--- src/pkg/pvf_pkg.sv ---
`default_nettype none
// ****************************************************************
// paging vector packet formatter constants
// ****************************************************************
package pvf_pkg;

  // register offsets, byte addresses on the register port
  localparam int          REG_AW        = 4;
  localparam logic [3:0]  REG_CTRL      = 4'h0;
  localparam logic [3:0]  REG_STATUS    = 4'h4;
  localparam logic [3:0]  REG_MASK      = 4'h8;
  localparam logic [3:0]  REG_STATE     = 4'hc;

  // control register fields and reset value
  localparam int          CTRL_ENABLE   = 0;
  localparam int          CTRL_AF_EXIT  = 1;
  localparam logic [1:0]  CTRL_RESET    = 2'h1;

  // status and mask fields, one per event
  localparam int          ST_SENT       = 0;
  localparam int          ST_OVERRUN    = 1;
  localparam int          ST_NOVEC      = 2;
  localparam int          ST_MSGDROP    = 3;
  localparam int          ST_W          = 4;
  localparam logic [3:0]  MASK_RESET    = 4'h0;

  // state register fields
  localparam int          SR_ALL_FRAME  = 0;
  localparam int          SR_PKT_READY  = 1;
  localparam int          SR_ADDR_PEND  = 2;

  // vector type codes
  localparam logic [2:0]  VT_SECURE     = 3'h0;
  localparam logic [2:0]  VT_SHORT_INS  = 3'h1;
  localparam logic [2:0]  VT_SHORT_MSG  = 3'h2;
  localparam logic [2:0]  VT_STD_NUM    = 3'h3;
  localparam logic [2:0]  VT_SPEC_NUM   = 3'h4;
  localparam logic [2:0]  VT_ALPHA      = 3'h5;
  localparam logic [2:0]  VT_HEX        = 3'h6;
  localparam logic [2:0]  VT_NUMBERED   = 3'h7;

  // value limits
  localparam logic [6:0]  WP_VEC_MIN    = 7'h02;
  localparam logic [6:0]  WP_MSG_MIN    = 7'h03;
  localparam logic [6:0]  WP_MAX        = 7'h57;
  localparam logic [6:0]  CNT_MIN       = 7'h01;
  localparam logic [6:0]  CNT_MAX       = 7'h55;
  localparam logic [2:0]  ERR_LIMIT     = 3'h2;

  // packet layout: byte 3 is bits 31..24
  localparam int          PKT_BITS      = 32;
  localparam logic [5:0]  PKT_BITS_C    = 6'h20;
  localparam int          PKT_ERR_BIT   = 23;
  localparam int          PKT_PH_HI     = 22;
  localparam int          PKT_PH_LO     = 21;
  localparam int          PKT_VT_HI     = 18;
  localparam int          PKT_VT_LO     = 16;

  // serial link states
  typedef enum logic [1:0] {
    LK_IDLE  = 2'b00,
    LK_SHIFT = 2'b01
  } pvf_link_t;

endpackage
`default_nettype wire

--- src/rtl/pvf_formatter.sv ---
`timescale 1ns/1ps
`default_nettype none
//
// Behaviour
// - byte 3 bit 7 is zero, bits 6..0 carry the vector word position.
// - error flag byte 2 bit 7 on over two bit errors, check fail, invalid value.
// - phase a..d coded 0..3 in byte 2 bits 6..5.
// - numeric type codes 011 standard, 100 special format, 111 numbered.
// - numeric packet carries four leading check bits in byte 1 bits 5..2.
// - numeric three-bit length over byte 1 bits 1..0 and byte 0 bit 7.
// - numeric message start position in byte 0 bits 6..0.
// - other type codes 000 secure, 101 alphanumeric, 110 hex/binary.
// - seven-bit word count over byte 1 bits 5..0 and byte 0 bit 7.
// - message start position in byte 0 bits 6..0, second word if long.
// - long address first message packet comes from position after vector word.
// - every non tone-only address packet is followed by a vector packet; no address packet is sent, a missing or misplaced vector sets status.
// - no message packets are sent for a vector with its error flag set.
// - hex, alpha, secure or short instruction vector enters all-frame mode.
module pvf_formatter
  import pvf_pkg::*;
(
  input  wire logic              clk,
  input  wire logic              reset,
  input  wire logic              addr_valid,
  input  wire logic              addr_tone_only,
  input  wire logic [6:0]        addr_position,
  input  wire logic              vec_valid,
  input  wire logic [2:0]        vec_type,
  input  wire logic [6:0]        vec_position,
  input  wire logic [1:0]        vec_phase,
  input  wire logic [2:0]        vec_bit_errors,
  input  wire logic              vec_check_fail,
  input  wire logic              vec_value_bad,
  input  wire logic              vec_long,
  input  wire logic [3:0]        vec_check_bits,
  input  wire logic [6:0]        vec_length,
  input  wire logic [6:0]        vec_start,
  input  wire logic              msg_valid,
  input  wire logic [6:0]        msg_position,
  input  wire logic [1:0]        msg_phase,
  input  wire logic              msg_error,
  input  wire logic [20:0]       msg_data,
  input  wire logic              link_sck,
  input  wire logic              link_sel_n,
  output logic                   link_miso,
  output logic                   pkt_ready,
  output logic                   all_frame,
  input  wire logic [REG_AW-1:0] reg_addr,
  input  wire logic [31:0]       reg_wdata,
  input  wire logic              reg_wr,
  input  wire logic              reg_rd,
  output logic [31:0]            reg_rdata,
  output logic                   irq
);

  // ****************************************************************
  // register port
  // ****************************************************************
  logic [1:0]      ctrl_q;
  logic [ST_W-1:0] status_q;
  logic [ST_W-1:0] mask_q;
  logic [ST_W-1:0] events;
  logic            all_frame_q;
  logic            addr_pend_q;
  logic            hold_valid_q;
  logic [31:0]     rdata_q;

  // control and mask writes; the exit bit is a command and never stored
  always_ff @(posedge clk) begin
    if (reset) begin
      ctrl_q <= CTRL_RESET;
      mask_q <= MASK_RESET;
    end else if (reg_wr && reg_addr == REG_CTRL) begin
      ctrl_q <= {1'b0, reg_wdata[CTRL_ENABLE]};
    end else if (reg_wr && reg_addr == REG_MASK) begin
      mask_q <= reg_wdata[ST_W-1:0];
    end
  end

  // sticky status, write one to clear; a new event beats the clear
  always_ff @(posedge clk) begin
    if (reset) begin
      status_q <= '0;
    end else if (reg_wr && reg_addr == REG_STATUS) begin
      status_q <= (status_q & ~reg_wdata[ST_W-1:0]) | events;
    end else begin
      status_q <= status_q | events;
    end
  end

  // read data one cycle after the strobe, zero elsewhere and when unmapped
  always_ff @(posedge clk) begin
    if (reset) begin
      rdata_q <= '0;
    end else if (!reg_rd) begin
      rdata_q <= '0;
    end else if (reg_addr == REG_CTRL) begin
      rdata_q <= {31'h0, ctrl_q[CTRL_ENABLE]};
    end else if (reg_addr == REG_STATUS) begin
      rdata_q <= {28'h0, status_q};
    end else if (reg_addr == REG_MASK) begin
      rdata_q <= {28'h0, mask_q};
    end else if (reg_addr == REG_STATE) begin
      rdata_q <= {29'h0, addr_pend_q, hold_valid_q, all_frame_q};
    end else begin
      rdata_q <= '0;
    end
  end

  assign reg_rdata = rdata_q;
  assign irq       = |(status_q & mask_q);

  // ****************************************************************
  // vector packet assembly
  // ****************************************************************
  logic        enable;
  logic        vec_numeric;
  logic        vec_long_msg;
  logic        vec_err;
  logic        vec_load_req;
  logic [7:0]  byte3;
  logic [7:0]  byte2;
  logic [7:0]  byte1;
  logic [7:0]  byte0;
  logic [31:0] vec_pkt;
  logic [31:0] msg_pkt;

  assign enable       = ctrl_q[CTRL_ENABLE];
  assign vec_numeric  = (vec_type == VT_STD_NUM) || (vec_type == VT_SPEC_NUM) ||
                        (vec_type == VT_NUMBERED);
  assign vec_long_msg = (vec_type == VT_SECURE) || (vec_type == VT_ALPHA) ||
                        (vec_type == VT_HEX);

  // range checks stand in for value validation of the vector word
  always_comb begin
    vec_err = (vec_bit_errors > ERR_LIMIT) || vec_check_fail || vec_value_bad;
    if (vec_position < WP_VEC_MIN || vec_position > WP_MAX) begin
      vec_err = 1'b1;
    end
    if (vec_start < WP_MSG_MIN || vec_start > WP_MAX) begin
      vec_err = 1'b1;
    end
    if (vec_long_msg && (vec_length < CNT_MIN || vec_length > CNT_MAX)) begin
      vec_err = 1'b1;
    end
  end

  // unused positions are driven low, though the host may not rely on it
  always_comb begin
    byte3 = {1'b0, vec_position};
    byte2 = {vec_err, vec_phase, 2'b00, vec_type};
    if (vec_numeric) begin
      byte1 = {2'b00, vec_check_bits, vec_length[2:1]};
      byte0 = {vec_length[0], vec_start};
    end else begin
      byte1 = {2'b00, vec_length[6:1]};
      byte0 = {vec_length[0], vec_start};
    end
    vec_pkt = {byte3, byte2, byte1, byte0};
  end

  assign msg_pkt      = {1'b0, msg_position, msg_error, msg_phase, msg_data};
  assign vec_load_req = enable && vec_valid && (vec_numeric || vec_long_msg);

  // ****************************************************************
  // address follow-up and all-frame mode
  // ****************************************************************
  logic [6:0] addr_pos_q;
  logic       vec_orphan;
  logic       addr_missed;

  // a vector must close each non tone-only address at the same position
  always_ff @(posedge clk) begin
    if (reset) begin
      addr_pend_q <= 1'b0;
      addr_pos_q  <= '0;
    end else if (addr_valid && !addr_tone_only) begin
      addr_pend_q <= 1'b1;
      addr_pos_q  <= addr_position;
    end else if (vec_valid) begin
      addr_pend_q <= 1'b0;
    end
  end

  assign addr_missed = addr_valid && !addr_tone_only && addr_pend_q && !vec_valid;
  assign vec_orphan  = vec_valid && addr_pend_q && (vec_position != addr_pos_q);

  // entering all-frame mode wins over a same-cycle exit command
  always_ff @(posedge clk) begin
    if (reset) begin
      all_frame_q <= 1'b0;
    end else if (enable && vec_valid && (vec_long_msg || vec_type == VT_SHORT_INS)) begin
      all_frame_q <= 1'b1;
    end else if (reg_wr && reg_addr == REG_CTRL && reg_wdata[CTRL_AF_EXIT]) begin
      all_frame_q <= 1'b0;
    end
  end

  assign all_frame = all_frame_q;

  // ****************************************************************
  // message window of the last vector
  // ****************************************************************
  logic       ctx_valid_q;
  logic       ctx_err_q;
  logic       ctx_long_q;
  logic [1:0] ctx_phase_q;
  logic [6:0] ctx_first_q;
  logic [6:0] ctx_start_q;
  logic [7:0] ctx_end_q;
  logic       ctx_rest_q;
  logic [7:0] vec_count;
  logic [7:0] vec_rest;
  logic       msg_first;
  logic       msg_in_win;
  logic       msg_load_req;

  // numeric length is coded one less than the word count
  assign vec_count = vec_numeric ? {5'h0, vec_length[2:0]} + 8'h01 : {1'b0, vec_length};
  assign vec_rest  = vec_long ? vec_count - 8'h01 : vec_count;

  // only one vector is tracked; a newer numeric or long-message vector closes the older window
  always_ff @(posedge clk) begin
    if (reset) begin
      ctx_valid_q <= 1'b0;
      ctx_err_q   <= 1'b0;
      ctx_long_q  <= 1'b0;
      ctx_phase_q <= '0;
      ctx_first_q <= '0;
      ctx_start_q <= '0;
      ctx_end_q   <= '0;
      ctx_rest_q  <= 1'b0;
    end else if (vec_load_req) begin
      ctx_valid_q <= 1'b1;
      ctx_err_q   <= vec_err;
      ctx_long_q  <= vec_long;
      ctx_phase_q <= vec_phase;
      ctx_first_q <= vec_position + 7'h01;
      ctx_start_q <= vec_start;
      ctx_end_q   <= {1'b0, vec_start} + vec_rest - 8'h01;
      ctx_rest_q  <= (vec_rest != 8'h00);
    end
  end

  assign msg_first  = ctx_long_q && (msg_position == ctx_first_q);
  assign msg_in_win = ctx_rest_q && (msg_position >= ctx_start_q) &&
                      ({1'b0, msg_position} <= ctx_end_q);
  assign msg_load_req = enable && msg_valid && ctx_valid_q && !ctx_err_q &&
                        (msg_phase == ctx_phase_q) && (msg_first || msg_in_win);

  // ****************************************************************
  // packet hold register
  // ****************************************************************
  logic [31:0] hold_q;
  logic        pkt_req;
  logic        pkt_load;
  logic        consume;
  logic        msg_drop;

  // a vector takes the slot before a message arriving in the same cycle
  assign pkt_req  = vec_load_req || msg_load_req;
  assign pkt_load = pkt_req && (!hold_valid_q || consume);
  assign msg_drop = enable && msg_valid && ctx_valid_q && ctx_err_q &&
                    (msg_phase == ctx_phase_q);

  always_ff @(posedge clk) begin
    if (reset) begin
      hold_valid_q <= 1'b0;
      hold_q       <= '0;
    end else if (pkt_load) begin
      hold_valid_q <= 1'b1;
      hold_q       <= vec_load_req ? vec_pkt : msg_pkt;
    end else if (consume) begin
      hold_valid_q <= 1'b0;
    end
  end

  assign pkt_ready = hold_valid_q;

  // ****************************************************************
  // serial packet link
  // ****************************************************************
  logic [2:0]  sck_sync_q;
  logic [2:0]  sel_sync_q;
  logic        sck_rise;
  logic        sck_fall;
  logic        sel_start;
  logic        sel_end;
  pvf_link_t   link_q;
  logic [31:0] shift_q;
  logic [5:0]  bit_cnt_q;
  logic        loaded_q;

  // two flops per pin, the third stage only feeds edge detection
  always_ff @(posedge clk) begin
    if (reset) begin
      sck_sync_q <= '0;
      sel_sync_q <= 3'h7;
    end else begin
      sck_sync_q <= {sck_sync_q[1:0], link_sck};
      sel_sync_q <= {sel_sync_q[1:0], link_sel_n};
    end
  end

  assign sck_rise  = sck_sync_q[1] && !sck_sync_q[2];
  assign sck_fall  = !sck_sync_q[1] && sck_sync_q[2];
  assign sel_start = !sel_sync_q[1] && sel_sync_q[2];
  assign sel_end   = sel_sync_q[1] && !sel_sync_q[2];

  // a frame cut short keeps the packet, so the host can simply retry
  assign consume = (link_q == LK_SHIFT) && sel_end && loaded_q &&
                   (bit_cnt_q == PKT_BITS_C);

  // msb first: bit 31 presented at select, next bit after each falling edge
  always_ff @(posedge clk) begin
    if (reset) begin
      link_q    <= LK_IDLE;
      shift_q   <= '0;
      bit_cnt_q <= '0;
      loaded_q  <= 1'b0;
    end else begin
      case (link_q)
        LK_IDLE: begin
          if (sel_start) begin
            link_q    <= LK_SHIFT;
            shift_q   <= hold_valid_q ? hold_q : '0;
            loaded_q  <= hold_valid_q;
            bit_cnt_q <= '0;
          end
        end
        LK_SHIFT: begin
          if (sel_end) begin
            link_q <= LK_IDLE;
          end else begin
            if (sck_rise && bit_cnt_q != PKT_BITS_C) begin
              bit_cnt_q <= bit_cnt_q + 6'h01;
            end
            if (sck_fall) begin
              shift_q <= {shift_q[30:0], 1'b0};
            end
          end
        end
        default: begin
          link_q <= LK_IDLE;
        end
      endcase
    end
  end

  assign link_miso = shift_q[PKT_BITS-1];

  // event collection for the status register
  always_comb begin
    events              = '0;
    events[ST_SENT]     = consume;
    events[ST_OVERRUN]  = pkt_req && !pkt_load;
    events[ST_NOVEC]    = addr_missed || vec_orphan;
    events[ST_MSGDROP]  = msg_drop;
  end

  // ****************************************************************
  // assertions
  // ****************************************************************
  a_msb_zero_pos: assert property (@(posedge clk) disable iff (reset)
    (pkt_load && vec_load_req) |=> (!hold_q[31] && hold_q[30:24] == $past(vec_position)))
    else $error("vector packet byte 3 wrong");

  a_error_flag: assert property (@(posedge clk) disable iff (reset)
    (pkt_load && vec_load_req && (vec_bit_errors > ERR_LIMIT || vec_check_fail || vec_value_bad))
    |=> hold_q[PKT_ERR_BIT])
    else $error("error flag missing");

  a_phase_code: assert property (@(posedge clk) disable iff (reset)
    (pkt_load && vec_load_req) |=> hold_q[PKT_PH_HI:PKT_PH_LO] == $past(vec_phase))
    else $error("phase code wrong");

  a_type_code: assert property (@(posedge clk) disable iff (reset)
    (pkt_load && vec_load_req) |=> hold_q[PKT_VT_HI:PKT_VT_LO] == $past(vec_type))
    else $error("vector type code wrong");

  a_num_fields: assert property (@(posedge clk) disable iff (reset)
    (pkt_load && vec_load_req && vec_numeric) |=>
    (hold_q[13:10] == $past(vec_check_bits) && {hold_q[9:8], hold_q[7]} == $past(vec_length[2:0])
     && hold_q[6:0] == $past(vec_start)))
    else $error("numeric fields wrong");

  a_word_count: assert property (@(posedge clk) disable iff (reset)
    (pkt_load && vec_load_req && vec_long_msg) |=>
    {hold_q[13:8], hold_q[7]} == $past(vec_length))
    else $error("word count wrong");

  a_err_no_msg: assert property (@(posedge clk) disable iff (reset)
    (ctx_valid_q && ctx_err_q && !vec_load_req) |-> !pkt_load)
    else $error("message sent for errored vector");

  a_long_first: assert property (@(posedge clk) disable iff (reset)
    (vec_load_req && vec_long) |=> (ctx_long_q && ctx_first_q == $past(vec_position) + 7'h01))
    else $error("first long message word position wrong");

  a_all_frame: assert property (@(posedge clk) disable iff (reset)
    (enable && vec_valid && (vec_type == VT_ALPHA || vec_type == VT_SHORT_INS))
    |=> all_frame ##1 (all_frame || $past(reg_wr)))
    else $error("all-frame mode not entered");

  a_full_packet: assert property (@(posedge clk) disable iff (reset)
    (link_q == LK_SHIFT && sel_end && bit_cnt_q != PKT_BITS_C && !pkt_load)
    |=> pkt_ready == $past(pkt_ready))
    else $error("cut frame lost the packet");

endmodule
`default_nettype wire

--- config.mk ---
export PLATFORM = sky130hd
export DESIGN_NAME = pvf_formatter
export DESIGN_NICKNAME = d
export VERILOG_FILES = /design/src/pkg/pvf_pkg.sv /design/src/rtl/pvf_formatter.sv
export SDC_FILE = /design/constraint.sdc
export NUM_CORES = 1
export LEC_CHECK = 0
export BUFFER_PORTS_ARGS = -buffer_cell sky130_fd_sc_hd__buf_2
export CELL_PAD_IN_SITES_DETAIL_PLACEMENT = 1
export CELL_PAD_IN_SITES_GLOBAL_PLACEMENT = 2
export CORE_MARGIN = 2
export CORE_UTILIZATION = 31
export DETAILED_ROUTE_END_ITERATION = 10
export GPL_ROUTABILITY_DRIVEN = 0
export MAX_ROUTING_LAYER = met4
export PLACE_DENSITY = 0.79
export SLEW_MARGIN = 20
export SYNTH_ARGS = -nofsm -noshare
export SYNTH_HDL_FRONTEND = slang
export SYNTH_SLANG_ARGS = --single-unit
--- constraint.sdc ---
create_clock -name clk -period 4.1 [get_ports clk]
set_input_delay 0.205 -clock clk [delete_from_list [all_inputs] [get_ports clk]]
set_output_delay 0.205 -clock clk [all_outputs]
set_load 0.02 [all_outputs]
==> metrics <==
CP Max Fanout 8; commonest non-fill, non-tap cell in the layout dfxtp_1; initial antenna violation count 0; CP Launch Type primary input; Seq cells post-synth 128; Reg power frac 40.5%; max_cap viols 0; Clock Sink Count 128; fmax 305 MHz; met2 Usage GRT 29.5%; CTS Buf Count 17; drt total wl 20.7 mm; final worst-path cycle share 80.0%; commonest cells after routing, fill and taps aside dfxtp_1 (128), nand2_1 (121), buf_2 (98); Root Driver clkbuf_16; Setup WS post-layout 0.821 ns; Hold Fails Final Rpt 0; YS warnings 0; Syn Inst Count 889; Cell variety after synth 66; DRT iter0 DRCs 270; clock buffer depth 2; pin slew with the least headroom to its limit 0.748 ns; P_int 0.00238 W; Post-Syn Area 6980 um^2; layout cells sized above 1 16.1%; die span in y 154 um; Yosys top cell area share 36.7%; die footprint 23700 um^2; Cell Area, Placed 7600 um^2; HP Class in2reg; Final setup viols 0; antenna cells 0; crit path kind in2reg; vias per cell 5.08; largest cells by area after synthesis dfxtp_1 (37%), nand2_1 (6.5%), ha_1 (5.7%); Avg Cell Area, Syn 7.85 um^2; count of flip-flops with a built-in enable after synthesis 0; post-CTS setup buffers 0; starting density of the core 31.8%; Comb pwr share 17.9%; finished layout cell area 8150 um^2; Async S/R FF share, synth 0%; Period minus WS final 3.28 ns; clock-pin slew on the worst setup and hold paths 0.06 ns; Max transition margin 50.1%; Total Power 0.00338 W; Final ANT Viol Nets 0; Post-Route Skew 0.00868 ns; GR Util All Layers 18.4%; Critical Path AT 3.61 ns; IO buf count 99; Clk Latency, worst-skew pair 0.42 ns; DRC violations left 0; # rows 54; met1 Track Usage GR 23.9%; worst vdd ir 212 uV; # IOs 156; TritonCTS clock tree built; core area 22000 um^2; WP data required 4.43 ns; DIE WIDTH 154 um; Leak Pwr 3.28 nW; sequential share of the synthesized area 36.7%; clock power share 41.5%; fin nets 1114; H-tree Lvls 4; Post-synth top flop dfxtp_1; pwr/cell area 414 nW/um^2; final setup TNS 0 ns; status finished clean; Pre-antenna DRT Iters 4; Place WS 0.399 ns; GR Layer Usage met3 3.52%; Critical Path End Type flip-flop; gr ovfl total 0; RSZ-0062 raised after global routing no; largest net degree at the start of global routing 67; Max Slew Vio Count 0; global-route wire length before repair 33.8 mm; number of global-route vias before repair 6430; Yosys top cell by area dfxtp_1; Post-DP HPWL 15.0 mm; vias post-DR 6369; sw frac 29.5%; Syn-to-layout area delta 16.8%; NetSw 0.000995 W; WL/cell 16.5 um; GRT busiest layer met2
==> repair_timing <==
item                       4_1_cts  5_1_grt
setup endpoints to repair        0        0
hold buffers                     2        0
hold endpoints to repair         2        0
resized for setup                0        0
==> power by group through the flow <==
stage / sequential (W) / clock (W) / combinational, W
2_1_floorplan: 0.00138 / 0 / 0.000444
3_3_place_gp: 0.00139 / 0 / 0.000596
3_5_place_dp: 0.00140 / 0 / 0.000605
4_1_cts: 0.00137 / 0.00143 / 0.000611
5_1_grt: 0.00138 / 0.00149 / 0.000690
6_report: 0.00137 / 0.00140 / 0.000606
==> critical path: stages <==
cell and delay (ns):
buf_2 0.15, and2_0 0.24, nor3_1 0.46, a21oi_1 0.18, nor3_1 0.39, xor2_1 0.25, ha_1 0.26, inv_1 0.06
ha_1 0.26, and2_1 0.16, a311o_1 0.33, a21oi_1 0.19, xnor2_1 0.17, xnor2_1 0.09, a211oi_1 0.23
==> layout make-up <==
cell class              instances  area (um^2)
clock buffers                  21          440
inverters                      47          176
repair buffers                115          623
fillers                      2688        13800
multi-input cells             652         3910
well taps                     280          350
clock inverters                10         90.1
flip-flops and latches        128         2560
==> registers in the layout, summed over array words and instances (netlist names), 3 cells and up <==
register,cells
shift_q,32
reg_rdata,4
sck_sync_q,3
sel_sync_q,3
ctx_start_q,7
ctx_end_q,8
ctx_first_q,7
bit_cnt_q,6
hold_q,31
status_q,4
addr_pos_q,7
mask_q,4
==> cells by family (layout without fill, tap and decap cells) <==
| kind of cell | count (synthesis) | after routing | share of synthesized area [%] |
|---|---|---|---|
| compound gates | 211 | 211 | 20.2 |
| fa+ha+maj | 33 | 33 | 6.02 |
| flops | 128 | 128 | 36.7 |
| simple gates | 337 | 337 | 22.3 |
| buf+inv | 136 | 193 | 8.95 |
| mux | 5 | 5 | 0.932 |
| xor+xnor | 38 | 38 | 4.77 |
| other cells | 1 | 28 | 0.0537 |
==> per-stage QoR <==
| step | utilization [%] | hold WS (ns) | cells |
|---|---|---|---|
| global placement | 34.6 | 0.389 | 1220 |
| global route | 37.1 | 0.0150 | 1253 |
| finish | 37.1 | 0.0204 | 1253 |
| CTS | 37.1 | 0.00476 | 1253 |
| detailed placement | 34.6 | 0.395 | 1220 |
| floorplan | - | 0.301 | 916 |
==> worst paths after layout <==
check                             from                          to  slack (ns)  depth (start not counted)
max                        vec_type[1]   ctx_end_q[7]$_SDFFE_PP0P_        0.82                         15
min reg2reg   sel_sync_q[0]$_SDFF_PP1_    sel_sync_q[1]$_SDFF_PP1_        0.41                          1
min                   addr_position[0]  addr_pos_q[0]$_SDFFE_PP0P_        0.02                          3
max reg2reg  bit_cnt_q[2]$_SDFFE_PP0P_      hold_q[3]$_SDFFE_PP0P_        1.21                          7
==> synthesized netlist by cell type (6+ instances only) <==
library cell,number
xor2_1,11
a31oi_1,6
nor4_1,6
nor2_1,80
a221oi_1,27
ha_1,32
nor2b_1,11
a22oi_1,9
buf_1,9
a21oi_1,74
clkbuf_1,50
and3_1,6
a211oi_1,18
nand2_1,121
a21o_1,7
inv_1,46
o21ai_0,32
nand4_1,7
a22o_1,9
nand2b_1,13
buf_4,28
nand3_1,32
dfxtp_1,128
xnor2_1,27
nor3_1,36
==> per-layer routing <==
layer | part of all wire, % | vias up | routed length [um]
met5 | 0 | - | 0
met4 | 0.99 | 0 | 204
met1 | 48 | 3045 | 9980
met3 | 3.5 | 18 | 723
li1 | - | 3206 | -
met2 | 47 | 100 | 9780
(Power assumes the default switching activity.)
